==> src/cr_regs.svh <==
`ifndef CR_REGS_SVH
`define CR_REGS_SVH

`define CR_SFR_ADDR 8'hB9
`define CR_CTRL_PAGE 8'h00
`define CR_CONF_PAGE 8'h0F
`define CR_CTRL_RESET 8'h00
`define CR_CONF_RESET 8'h00
`define CR_CTRL_SINK_BIT 7
`define CR_CTRL_RANGE_BIT 6
`define CR_CTRL_COUNT_MSB 5
`define CR_CTRL_COUNT_LSB 0
`define CR_CONF_EN_BIT 7
`define CR_CONF_SRC_MSB 2
`define CR_CONF_SRC_LSB 0
`define CR_CONF_WR_MASK 8'h87
`define CR_SRC_LAST 3'h5
`define CR_COUNT_ZERO 6'h00
`define CR_MAG_ZERO 10'h000
`define CR_TRIM_LOW 10'h002
`define CR_TRIM_HIGH 10'h010
`define CR_LOW_MAX 10'h03F
`define CR_HIGH_MAX 10'h1F8
`define CR_RDATA_NONE 8'h00

`endif

==> src/cr_pkg.sv <==
package cr_pkg;

  typedef struct packed {
    logic [7:0] addr;
    logic [7:0] page;
    logic wr;
    logic rd;
    logic [7:0] wdata;
  } cr_sfr_req_t;

  typedef struct packed {
    logic sink;
    logic high_range;
    logic enable;
    logic [5:0] step_count;
    logic trim_gate;
    logic [9:0] magnitude;
  } cr_drive_t;

endpackage

==> src/cr_current_ref.sv <==
`timescale 1ns/1ps
`default_nettype none
`include "cr_regs.svh"
module cr_current_ref
  import cr_pkg::*;
#(
  parameter int CHANNELS = 6
) (
  input wire logic CLK_SYS,
  input wire logic NRST,
  input wire cr_sfr_req_t SFR_REQ,
  output logic [7:0] SFR_RDATA,
  input wire logic [CHANNELS-1:0] CCO_IN,
  output var cr_drive_t CUR_DRIVE
);
  logic [7:0] ctrl_reg;
  logic [7:0] conf_reg;
  logic [7:0] rdata_reg;
  logic [7:0] rdata_next;
  logic sel_ctrl;
  logic sel_conf;
  logic sink_reg;
  logic range_reg;
  logic enable_reg;
  logic [5:0] count_reg;
  logic gate_reg;
  logic gate_next;
  logic [9:0] mag_reg;
  logic [9:0] mag_next;
  logic [9:0] base_mag;
  logic [5:0] count_now;
  logic [2:0] src_now;
  logic trim_sel;
  logic trim_valid;

  assign sel_ctrl = (SFR_REQ.addr == `CR_SFR_ADDR) && (SFR_REQ.page == `CR_CTRL_PAGE);
  assign sel_conf = (SFR_REQ.addr == `CR_SFR_ADDR) && (SFR_REQ.page == `CR_CONF_PAGE);
  assign count_now = ctrl_reg[`CR_CTRL_COUNT_MSB:`CR_CTRL_COUNT_LSB];
  assign src_now = conf_reg[`CR_CONF_SRC_MSB:`CR_CONF_SRC_LSB];

  always_ff @(posedge CLK_SYS) begin
    if (!NRST) begin
      ctrl_reg <= `CR_CTRL_RESET;
    end else if (SFR_REQ.wr && sel_ctrl) begin
      ctrl_reg <= SFR_REQ.wdata;
    end
  end

  always_ff @(posedge CLK_SYS) begin
    if (!NRST) begin
      conf_reg <= `CR_CONF_RESET;
    end else if (SFR_REQ.wr && sel_conf) begin
      conf_reg <= SFR_REQ.wdata & `CR_CONF_WR_MASK;
    end
  end

  always_comb begin
    rdata_next = `CR_RDATA_NONE;
    if (sel_ctrl) begin
      rdata_next = ctrl_reg;
    end else if (sel_conf) begin
      rdata_next = conf_reg & `CR_CONF_WR_MASK;
    end
  end

  always_ff @(posedge CLK_SYS) begin
    if (!NRST) begin
      rdata_reg <= `CR_RDATA_NONE;
    end else if (SFR_REQ.rd) begin
      rdata_reg <= rdata_next;
    end
  end

  assign SFR_RDATA = rdata_reg;

  cr_trim_select #(
    .CHANNELS(CHANNELS)
  ) u_trim_select (
    .cco_in(CCO_IN),
    .source_sel(src_now),
    .selected(trim_sel),
    .source_valid(trim_valid)
  );

  assign gate_next = conf_reg[`CR_CONF_EN_BIT] && trim_valid && trim_sel &&
                     (count_now != `CR_COUNT_ZERO);

  always_comb begin
    base_mag = {4'h0, count_now};
    if (ctrl_reg[`CR_CTRL_RANGE_BIT]) begin
      base_mag = {1'b0, count_now, 3'b000};
    end
    mag_next = base_mag;
    if (gate_next) begin
      mag_next = base_mag + (ctrl_reg[`CR_CTRL_RANGE_BIT] ? `CR_TRIM_HIGH : `CR_TRIM_LOW);
    end
  end

  always_ff @(posedge CLK_SYS) begin
    if (!NRST) begin
      sink_reg <= 1'b0;
      range_reg <= 1'b0;
      count_reg <= `CR_COUNT_ZERO;
      enable_reg <= 1'b0;
    end else begin
      sink_reg <= ctrl_reg[`CR_CTRL_SINK_BIT];
      range_reg <= ctrl_reg[`CR_CTRL_RANGE_BIT];
      count_reg <= count_now;
      enable_reg <= (count_now != `CR_COUNT_ZERO);
    end
  end

  always_ff @(posedge CLK_SYS) begin
    if (!NRST) begin
      gate_reg <= 1'b0;
      mag_reg <= `CR_MAG_ZERO;
    end else begin
      gate_reg <= gate_next;
      mag_reg <= mag_next;
    end
  end

  assign CUR_DRIVE.sink = sink_reg;
  assign CUR_DRIVE.high_range = range_reg;
  assign CUR_DRIVE.enable = enable_reg;
  assign CUR_DRIVE.step_count = count_reg;
  assign CUR_DRIVE.trim_gate = gate_reg;
  assign CUR_DRIVE.magnitude = mag_reg;

  a_sink_follow: assert property (@(posedge CLK_SYS) disable iff (!NRST)
    ##1 (CUR_DRIVE.sink == $past(ctrl_reg[`CR_CTRL_SINK_BIT])))
    else $error("direction output does not follow control bit");

  a_range_follow: assert property (@(posedge CLK_SYS) disable iff (!NRST)
    ##1 (CUR_DRIVE.high_range == $past(ctrl_reg[`CR_CTRL_RANGE_BIT])))
    else $error("range output does not follow control bit");

  a_count_write: assert property (@(posedge CLK_SYS) disable iff (!NRST)
    (SFR_REQ.wr && sel_ctrl) |-> ##2
      (CUR_DRIVE.step_count == $past(SFR_REQ.wdata[`CR_CTRL_COUNT_MSB:`CR_CTRL_COUNT_LSB], 2)))
    else $error("step count not applied two cycles after write");

  a_mag_product: assert property (@(posedge CLK_SYS) disable iff (!NRST)
    !CUR_DRIVE.trim_gate |-> (CUR_DRIVE.magnitude == (CUR_DRIVE.high_range ?
      {1'b0, CUR_DRIVE.step_count, 3'b000} : {4'h0, CUR_DRIVE.step_count})))
    else $error("magnitude is not step size times count");

  a_mag_cap: assert property (@(posedge CLK_SYS) disable iff (!NRST)
    !CUR_DRIVE.trim_gate |-> (CUR_DRIVE.magnitude <=
      (CUR_DRIVE.high_range ? `CR_HIGH_MAX : `CR_LOW_MAX)))
    else $error("magnitude above range maximum");

  a_enable_count: assert property (@(posedge CLK_SYS) disable iff (!NRST)
    CUR_DRIVE.enable == (CUR_DRIVE.step_count != `CR_COUNT_ZERO))
    else $error("enable does not match non-zero count");

  a_zero_off: assert property (@(posedge CLK_SYS) disable iff (!NRST)
    (SFR_REQ.wr && sel_ctrl && (SFR_REQ.wdata == 8'h00)) |-> ##2
      (!CUR_DRIVE.enable && (CUR_DRIVE.magnitude == `CR_MAG_ZERO)))
    else $error("zero write did not disable reference");

  a_trim_off: assert property (@(posedge CLK_SYS) disable iff (!NRST)
    !conf_reg[`CR_CONF_EN_BIT] |=> !CUR_DRIVE.trim_gate)
    else $error("trim gate active with fine trim disabled");

  a_trim_route: assert property (@(posedge CLK_SYS) disable iff (!NRST)
    (conf_reg[`CR_CONF_EN_BIT] && (src_now <= `CR_SRC_LAST) &&
     (count_now != `CR_COUNT_ZERO)) |=> (CUR_DRIVE.trim_gate == $past(CCO_IN[src_now])))
    else $error("trim gate does not follow selected capture output");

  a_trim_equal: assert property (@(posedge CLK_SYS) disable iff (!NRST)
    (CUR_DRIVE.trim_gate && !CUR_DRIVE.high_range && (CUR_DRIVE.step_count[1:0] == 2'b00))
      |-> (CUR_DRIVE.magnitude == {4'h0, CUR_DRIVE.step_count[5:2], 2'b10}))
    else $error("full duty trim is not equal to 10b setting");

  a_conf_unused: assert property (@(posedge CLK_SYS) disable iff (!NRST)
    (SFR_REQ.rd && sel_conf) |=> (SFR_RDATA[6:3] == 4'h0))
    else $error("unused config bits read non-zero");

  a_reserved_src: assert property (@(posedge CLK_SYS) disable iff (!NRST)
    (src_now > `CR_SRC_LAST) |=> !CUR_DRIVE.trim_gate)
    else $error("reserved source produced trim gate");
endmodule
`default_nettype wire

==> src/cr_trim_select.sv <==
`timescale 1ns/1ps
`default_nettype none
`include "cr_regs.svh"
module cr_trim_select
  import cr_pkg::*;
#(
  parameter int CHANNELS = 6
) (
  input wire logic [CHANNELS-1:0] cco_in,
  input wire logic [2:0] source_sel,
  output logic selected,
  output logic source_valid
);
  logic [CHANNELS-1:0] hit;

  genvar i;
  generate
    for (i = 0; i < CHANNELS; i++) begin : g_chan
      assign hit[i] = cco_in[i] && (source_sel == 3'(i));
    end
  endgenerate

  assign source_valid = (source_sel <= `CR_SRC_LAST);
  assign selected = |hit;
endmodule
`default_nettype wire

==> config.mk <==
export PLATFORM = sky130hd
export DESIGN_NAME = cr_current_ref
export DESIGN_NICKNAME = d
export VERILOG_FILES = /design/src/cr_pkg.sv /design/src/cr_current_ref.sv /design/src/cr_trim_select.sv
export VERILOG_INCLUDE_DIRS = /design/src
export SDC_FILE = /design/constraint.sdc
export NUM_CORES = 1
export LEC_CHECK = 0
export ABC_CLOCK_PERIOD_IN_PS = 2220
export BUFFER_PORTS_ARGS = -buffer_cell sky130_fd_sc_hd__buf_4
export CORE_MARGIN = 1.5
export CORE_UTILIZATION = 44
export DETAILED_ROUTE_END_ITERATION = 6
export PLACE_DENSITY = 0.74
export SLEW_MARGIN = 20
export SYNTH_ARGS = -nofsm -noshare
export SYNTH_HDL_FRONTEND = slang
export SYNTH_SLANG_ARGS = --single-unit
==> constraint.sdc <==
create_clock -name CLK_SYS -period 2.22 [get_ports CLK_SYS]
set_clock_uncertainty 0.1 [all_clocks]
set_input_delay 0.333 -clock CLK_SYS [delete_from_list [all_inputs] [get_ports CLK_SYS]]
set_output_delay 0.333 -clock CLK_SYS [all_outputs]
set_load 0.01 [all_outputs]
## Yosys cells after proc, flatten, opt, wreduce, memory -nomap -nowiden

Index checks and enable logic that the tools add are counted.

| word-level totals | value |
|---|---|
| flip-flop bits (word level) | 40 |
| input bits | 34 |
| logic and storage cells | 40 |

| operators by class | value |
|---|---|
| add/subtract/negate cells | 1 |
| order comparisons | 1 |
| eq/ne operators | 7 |
| mux-type cells | 5 |
| reductions and logical operators | 17 |

Operators with widths:

| cell | count |
|---|---|
| two-way mux 8 bit | 2 |
| logical AND 1 bit | 13 |
| adder 10 x 5 -> 10 bit | 1 |
| two-way mux 10 bit | 1 |
| two-way mux 9 bit | 1 |
| == test 8 x 4 -> 1 bit (second input constant) | 1 |
| == test 8 bit (second input constant) | 1 |
| logical NOT 8 bit | 1 |
| == test 3 x 2 -> 1 bit (second input constant) | 2 |
| == test 3 bit (second input constant) | 2 |
| nonzero test 6 bit | 1 |
| OR reduction 6 bit | 1 |
| two-way mux 5 bit | 1 |
| == test 3 x 1 -> 1 bit (second input constant) | 1 |
| <= comparator 3 bit (second input constant) | 1 |
| logical NOT 3 bit | 1 |

## Depth between registers and ports, before layout

| logic depth | value |
|---|---|
| word-level depth | 6 |
| mapped depth | 6 |
| gate-level depth less buffers | 5 |

## By module

From an unflattened synthesis, not the netlist that was laid out.

| second synthesis, totals | value |
|---|---|
| cells, all modules | 186 |
| area total of the unflattened synthesis | 1767.9 µm² |

By module, submodules not included:

| module | instances | cells each | area each (µm²) | sequential area each (µm²) |
|---|---|---|---|---|
| cr_current_ref | 1 | 181 | 1716.6 | 800.8 |
| cr_trim_select | 1 | 5 | 51.3 | 0.0 |

## Worst setup path before layout

Ideal clock, no wire load.

| path | value |
|---|---|
| path kind | reg2reg |
| start | register ctrl_reg[6] |
| end | register mag_reg[8] |
| setup time | 72 ps |
| arrival | 1913 ps |
| slack | 136 ps |
| stages on the path, launching flop included | 7 |
| path through | dfxtp_1 clkbuf_1 mux2_2 ha_1 a41oi_1 a211oi_1 mux2i_1 |

| between the ends | value |
|---|---|
| cells in the longest elaborated chain, start to end | 3 |
| elaborated cells on any way between the ends | 4 |

Ends and longest elaborated chain:

| element | line | text |
|---|---|---|
| start, declared | cr_current_ref.sv:16 | `logic [7:0] ctrl_reg;` |
| start signal, assigned | cr_current_ref.sv:43 | `` ctrl_reg <= `CR_CTRL_RESET; `` |
| start signal, assigned | cr_current_ref.sv:45 | `ctrl_reg <= SFR_REQ.wdata;` |
| two-way mux 9 bit or two-way mux 5 bit (tied branches) | n/a |  |
| adder 10 x 5 -> 10 bit | cr_current_ref.sv:95 | `` mag_next = base_mag + (ctrl_reg[`CR_CTRL_RANGE_BIT] ? `CR_TRIM_HIGH : `CR_TRIM_LOW); `` |
| two-way mux 10 bit (*) | cr_current_ref.sv:94 | `if (gate_next) begin` |
| end signal, assigned | cr_current_ref.sv:116 | `` mag_reg <= `CR_MAG_ZERO; `` |
| end signal, assigned | cr_current_ref.sv:119 | `mag_reg <= mag_next;` |
| end, declared | cr_current_ref.sv:28 | `logic [9:0] mag_reg;` |

Every way passes the cells marked *; elsewhere a longest branch is shown, timed or not.
A chain may end at the register's enable or synchronous reset.

## Worst setup path in the final report

| path | value |
|---|---|
| start | register conf_reg[1] |
| end | register mag_reg[8] |

| between the ends | value |
|---|---|
| cells in the longest elaborated chain, start to end | 6 |
| elaborated cells on any way between the ends | 18 |

Ends and longest elaborated chain:

| element | line | text |
|---|---|---|
| start, declared | cr_current_ref.sv:17 | `logic [7:0] conf_reg;` |
| start signal, assigned | cr_current_ref.sv:51 | `` conf_reg <= `CR_CONF_RESET; `` |
| start signal, assigned | cr_current_ref.sv:53 | `` conf_reg <= SFR_REQ.wdata & `CR_CONF_WR_MASK; `` |
| == test 3 x 1 -> 1 bit, or another cell as far along | cr_trim_select.sv:19 | `assign hit[i] = cco_in[i] && (source_sel == 3'(i));` |
| logical AND 1 bit | cr_trim_select.sv:19 |  |
| OR reduction 6 bit | cr_trim_select.sv:24 | `assign selected = \|hit;` |
| logical AND 1 bit (*) (2 in a row) | cr_current_ref.sv:85 | `` assign gate_next = conf_reg[`CR_CONF_EN_BIT] && trim_valid && trim_sel && `` |
| two-way mux 10 bit (*) | cr_current_ref.sv:94 |  |

Marks and branches as above.

==> summary.txt <==
Outcome
  – Outcome: finished, final reports clean

Logic synthesis
  – Synthesized area: 1787 um2
  – Post-synth EDFFs: 0
  – Top FF cell, synth: dfxtp_1
  – Syn Nets: 229
  – Synth Area in Compound Gates: 16.39%
  – Post-synthesis sequential area ratio: 44.82%
  – Synthesized flop and latch total: 40
  – Synth Area in XOR/XNOR: 0%
  – Mean post-synth cell area: 9.258 um2
  – Mux cell area share after synthesis: 10.29%
  – Yosys cell types: 40
  – Combinational family with the most area after synthesis: simple AND/OR/NAND/NOR gates
  – Area share of fa/ha/maj cells after synthesis: 1.401%
  – Syn. warnings: 0
  – Cells after Synth: 193
  – Post-Synth Simple-Gate Area: 21.78%
  – Async S/R FF share, synth: 0%

Power
  – Pwr Total: 1380 uW
  – Maximum vdd drop: 0.3560 mV
  – PwrDens: 584.4 nW/um2
  – Static leakage: 0.0009532 uW

Clock tree
  – Clk Latency, worst-skew pair: 290 ps
  – CTS tree: built
  – Inserted Clock Buffers: 5
  – Clk slew on worst S/H paths: 70 ps
  – Number of setup buffers added after CTS: 0
  – Clock tree buffer depth: 2
  – Hold-fix buffers, CTS: 0
  – H-tree depth: 2
  – Post-CTS sizing: 0
  – Sink Count: 40
  – Root Driver: clkbuf_8

Timing
  – Finish-stage setup viols: 0
  – TNS Setup: 0 ps
  – Fin. max-slew vios: 0
  – Hold Vio Cnt, Final: 0
  – Slew @ Worst Pin: 464.3 ps
  – Fin crit share: 85.61%
  – Peak Freq: 526.2 MHz
  – Post-layout minimum cycle time: 1901 ps
  – RSZ-0062 raised after global routing: false
  – Setup WS post-layout: 319.4 ps
  – Max_slew headroom: 68.61%

Detailed routing
  – DR pass1 iterations: 4
  – Routed via count: 1,593
  – Final WL: 3.835 mm
  – DRC violations left: 0
  – 1st-iter DRT viols: 65
  – Vias per inst: 5.364
  – Wire per inst: 12.91 um
  – Post-route ant nets: 0

Floorplan
  – Die Ht: 66.73 um
  – I/O pin total: 62
  – Core Area: 3771 um2
  – Die extent in x: 66.73 um
  – Die footprint: 4452 um2
  – Row count: 22
  – Initial core utilization: 47.38%

Worst setup path
  – CP startpoint kind: register
  – Crit path DAT: 2020 ps
  – CP required: 2340 ps
  – Crit Path Max Fanout: 6
  – Critical path type: reg -> reg
  – CP endpoint kind: register

Final layout
  – Fill cells: 326
  – P&R area growth vs syn: 32.21%
  – Ant. Diodes: 0
  – Fin nets: 284
  – Fin area: 2362 um2
  – Layout cells sized above 1: 32.93%
  – Core Util, Final: 62.64%
  – Max FFs per register: 10

Placed design
  – Number of I/O port buffers: 61
  – Pre-CTS WS: 324.0 ps
  – Detailed placement HPWL: 2.784 mm
  – Dpl cell area: 2255 um2
  – Gp weighted congestion: 0.8285

Global routing
  – GRT Residual Overflow: 0
  – Vias in the first global route: 1,399
  – Largest net degree at the start of global routing: 44
  – Initial antenna violation count: 0
  – Overall Global Routing Usage: 18.32%
  – First-pass GRT wire length: 6.141 mm

Job
  – Max Cap Viol: 0

Hold path
  – Hold Path Class: in -> reg
## synthesized netlist by cell type (3+ instances only)
cell      count  area (um2)
dfxtp_1      40       800.8
nand2_1      26       97.59
mux2i_1      15       150.1
o21ai_0      12       60.06
clkbuf_1     11       41.29
and2_1        9       56.30
nand3_1       8       40.04
o31ai_1       8       60.06
a21oi_1       5       25.02
a21boi_0      4       30.03
a22oi_1       4       30.03
buf_4         4       30.03
inv_1         4       15.01
nand2b_1      4       25.02
mux2_2        3       33.78
nand4_1       3       18.77
## cells by family (layout without fill, tap and decap cells)
group                    Yosys count  in the layout
adder cells (fa/ha/maj)            2              2
AND/OR/NAND/NOR                   70             70
AO/OA/AOI/OAI                     42             42
multiplexers                      18             18
buffers and inverters             21             77
flip-flops                        40             40
## final timing paths
kind	cells past startpoint	slack [ps]	start	end
max	4	320	conf_reg[1]$_SDFFE_PN0P_	mag_reg[8]$_SDFF_PN0_
max reg2reg	4	320	conf_reg[1]$_SDFFE_PN0P_	mag_reg[8]$_SDFF_PN0_
min	3	190	SFR_REQ[5]	ctrl_reg[5]$_SDFFE_PN0P_
min reg2reg	2	380	SFR_RDATA[5]$_SDFFE_PN0P_	SFR_RDATA[5]$_SDFFE_PN0P_
## cells in the final DEF, fill, tap and decap left out, types with 2 or more instances in the layout
cell / count
nand2b_1: 4
nor2b_1: 2
ha_1: 2
o31ai_1: 8
and2_1: 9
clkbuf_8: 5
nand2_1: 26
a21boi_0: 4
o21ai_0: 12
or2_2: 2
and4_1: 2
dfxtp_1: 40
mux2_2: 3
nor2_1: 2
nand3_1: 8
a21oi_1: 5
mux2i_1: 15
inv_1: 4
a211oi_1: 2
nor4bb_1: 2
nand4_1: 3
nand3b_1: 2
a22oi_1: 4
nor4_1: 2
buf_4: 65
## routing by layer
metal	share of wire (%)	global-route usage, %	up-vias
met1	44	21.75	726
met2	47	30.63	64
met4	1.6	8.163	0
met5	0	0	-
met3	7.1	5.068	6
li1	-	-	797
## worst max-delay path, cell delays in order (launching register included)
cell and delay (ps):
dfxtp_1 430, mux2i_1 90, or4b_1 620, a211oi_1 380, mux2i_1 220
## report_power, final
part           switching [uW]  total, uW  internal, uW
clock                     239        573           333
combinational            34.9       85.7          50.7
sequential               1.69        722           720
total                     276       1380          1100
## area by class of cell
class | count | area, um2 | area share, %
clock buffer | 6 | 72.57 | 3.072
tap | 48 | 60.06 | 2.542
inverter | 4 | 15.01 | 0.6356
timing repair buffer | 65 | 488.0 | 20.66
clock inverter | 2 | 35.03 | 1.483
sequential | 40 | 800.8 | 33.90
multi-input combinational | 132 | 890.9 | 37.71
## through the flow
| step | instances | hold WS, ps |
|---|---|---|
| after global routing | 297 | 195.4 |
| after CTS | 297 | 187.1 |
| after detailed placement | 289 | 370.7 |
| after global placement | 289 | 369.9 |
| final | 297 | 185.3 |
| after floorplan | 193 | 346.4 |
No activity file was read; power rests on OpenSTA's default activity.
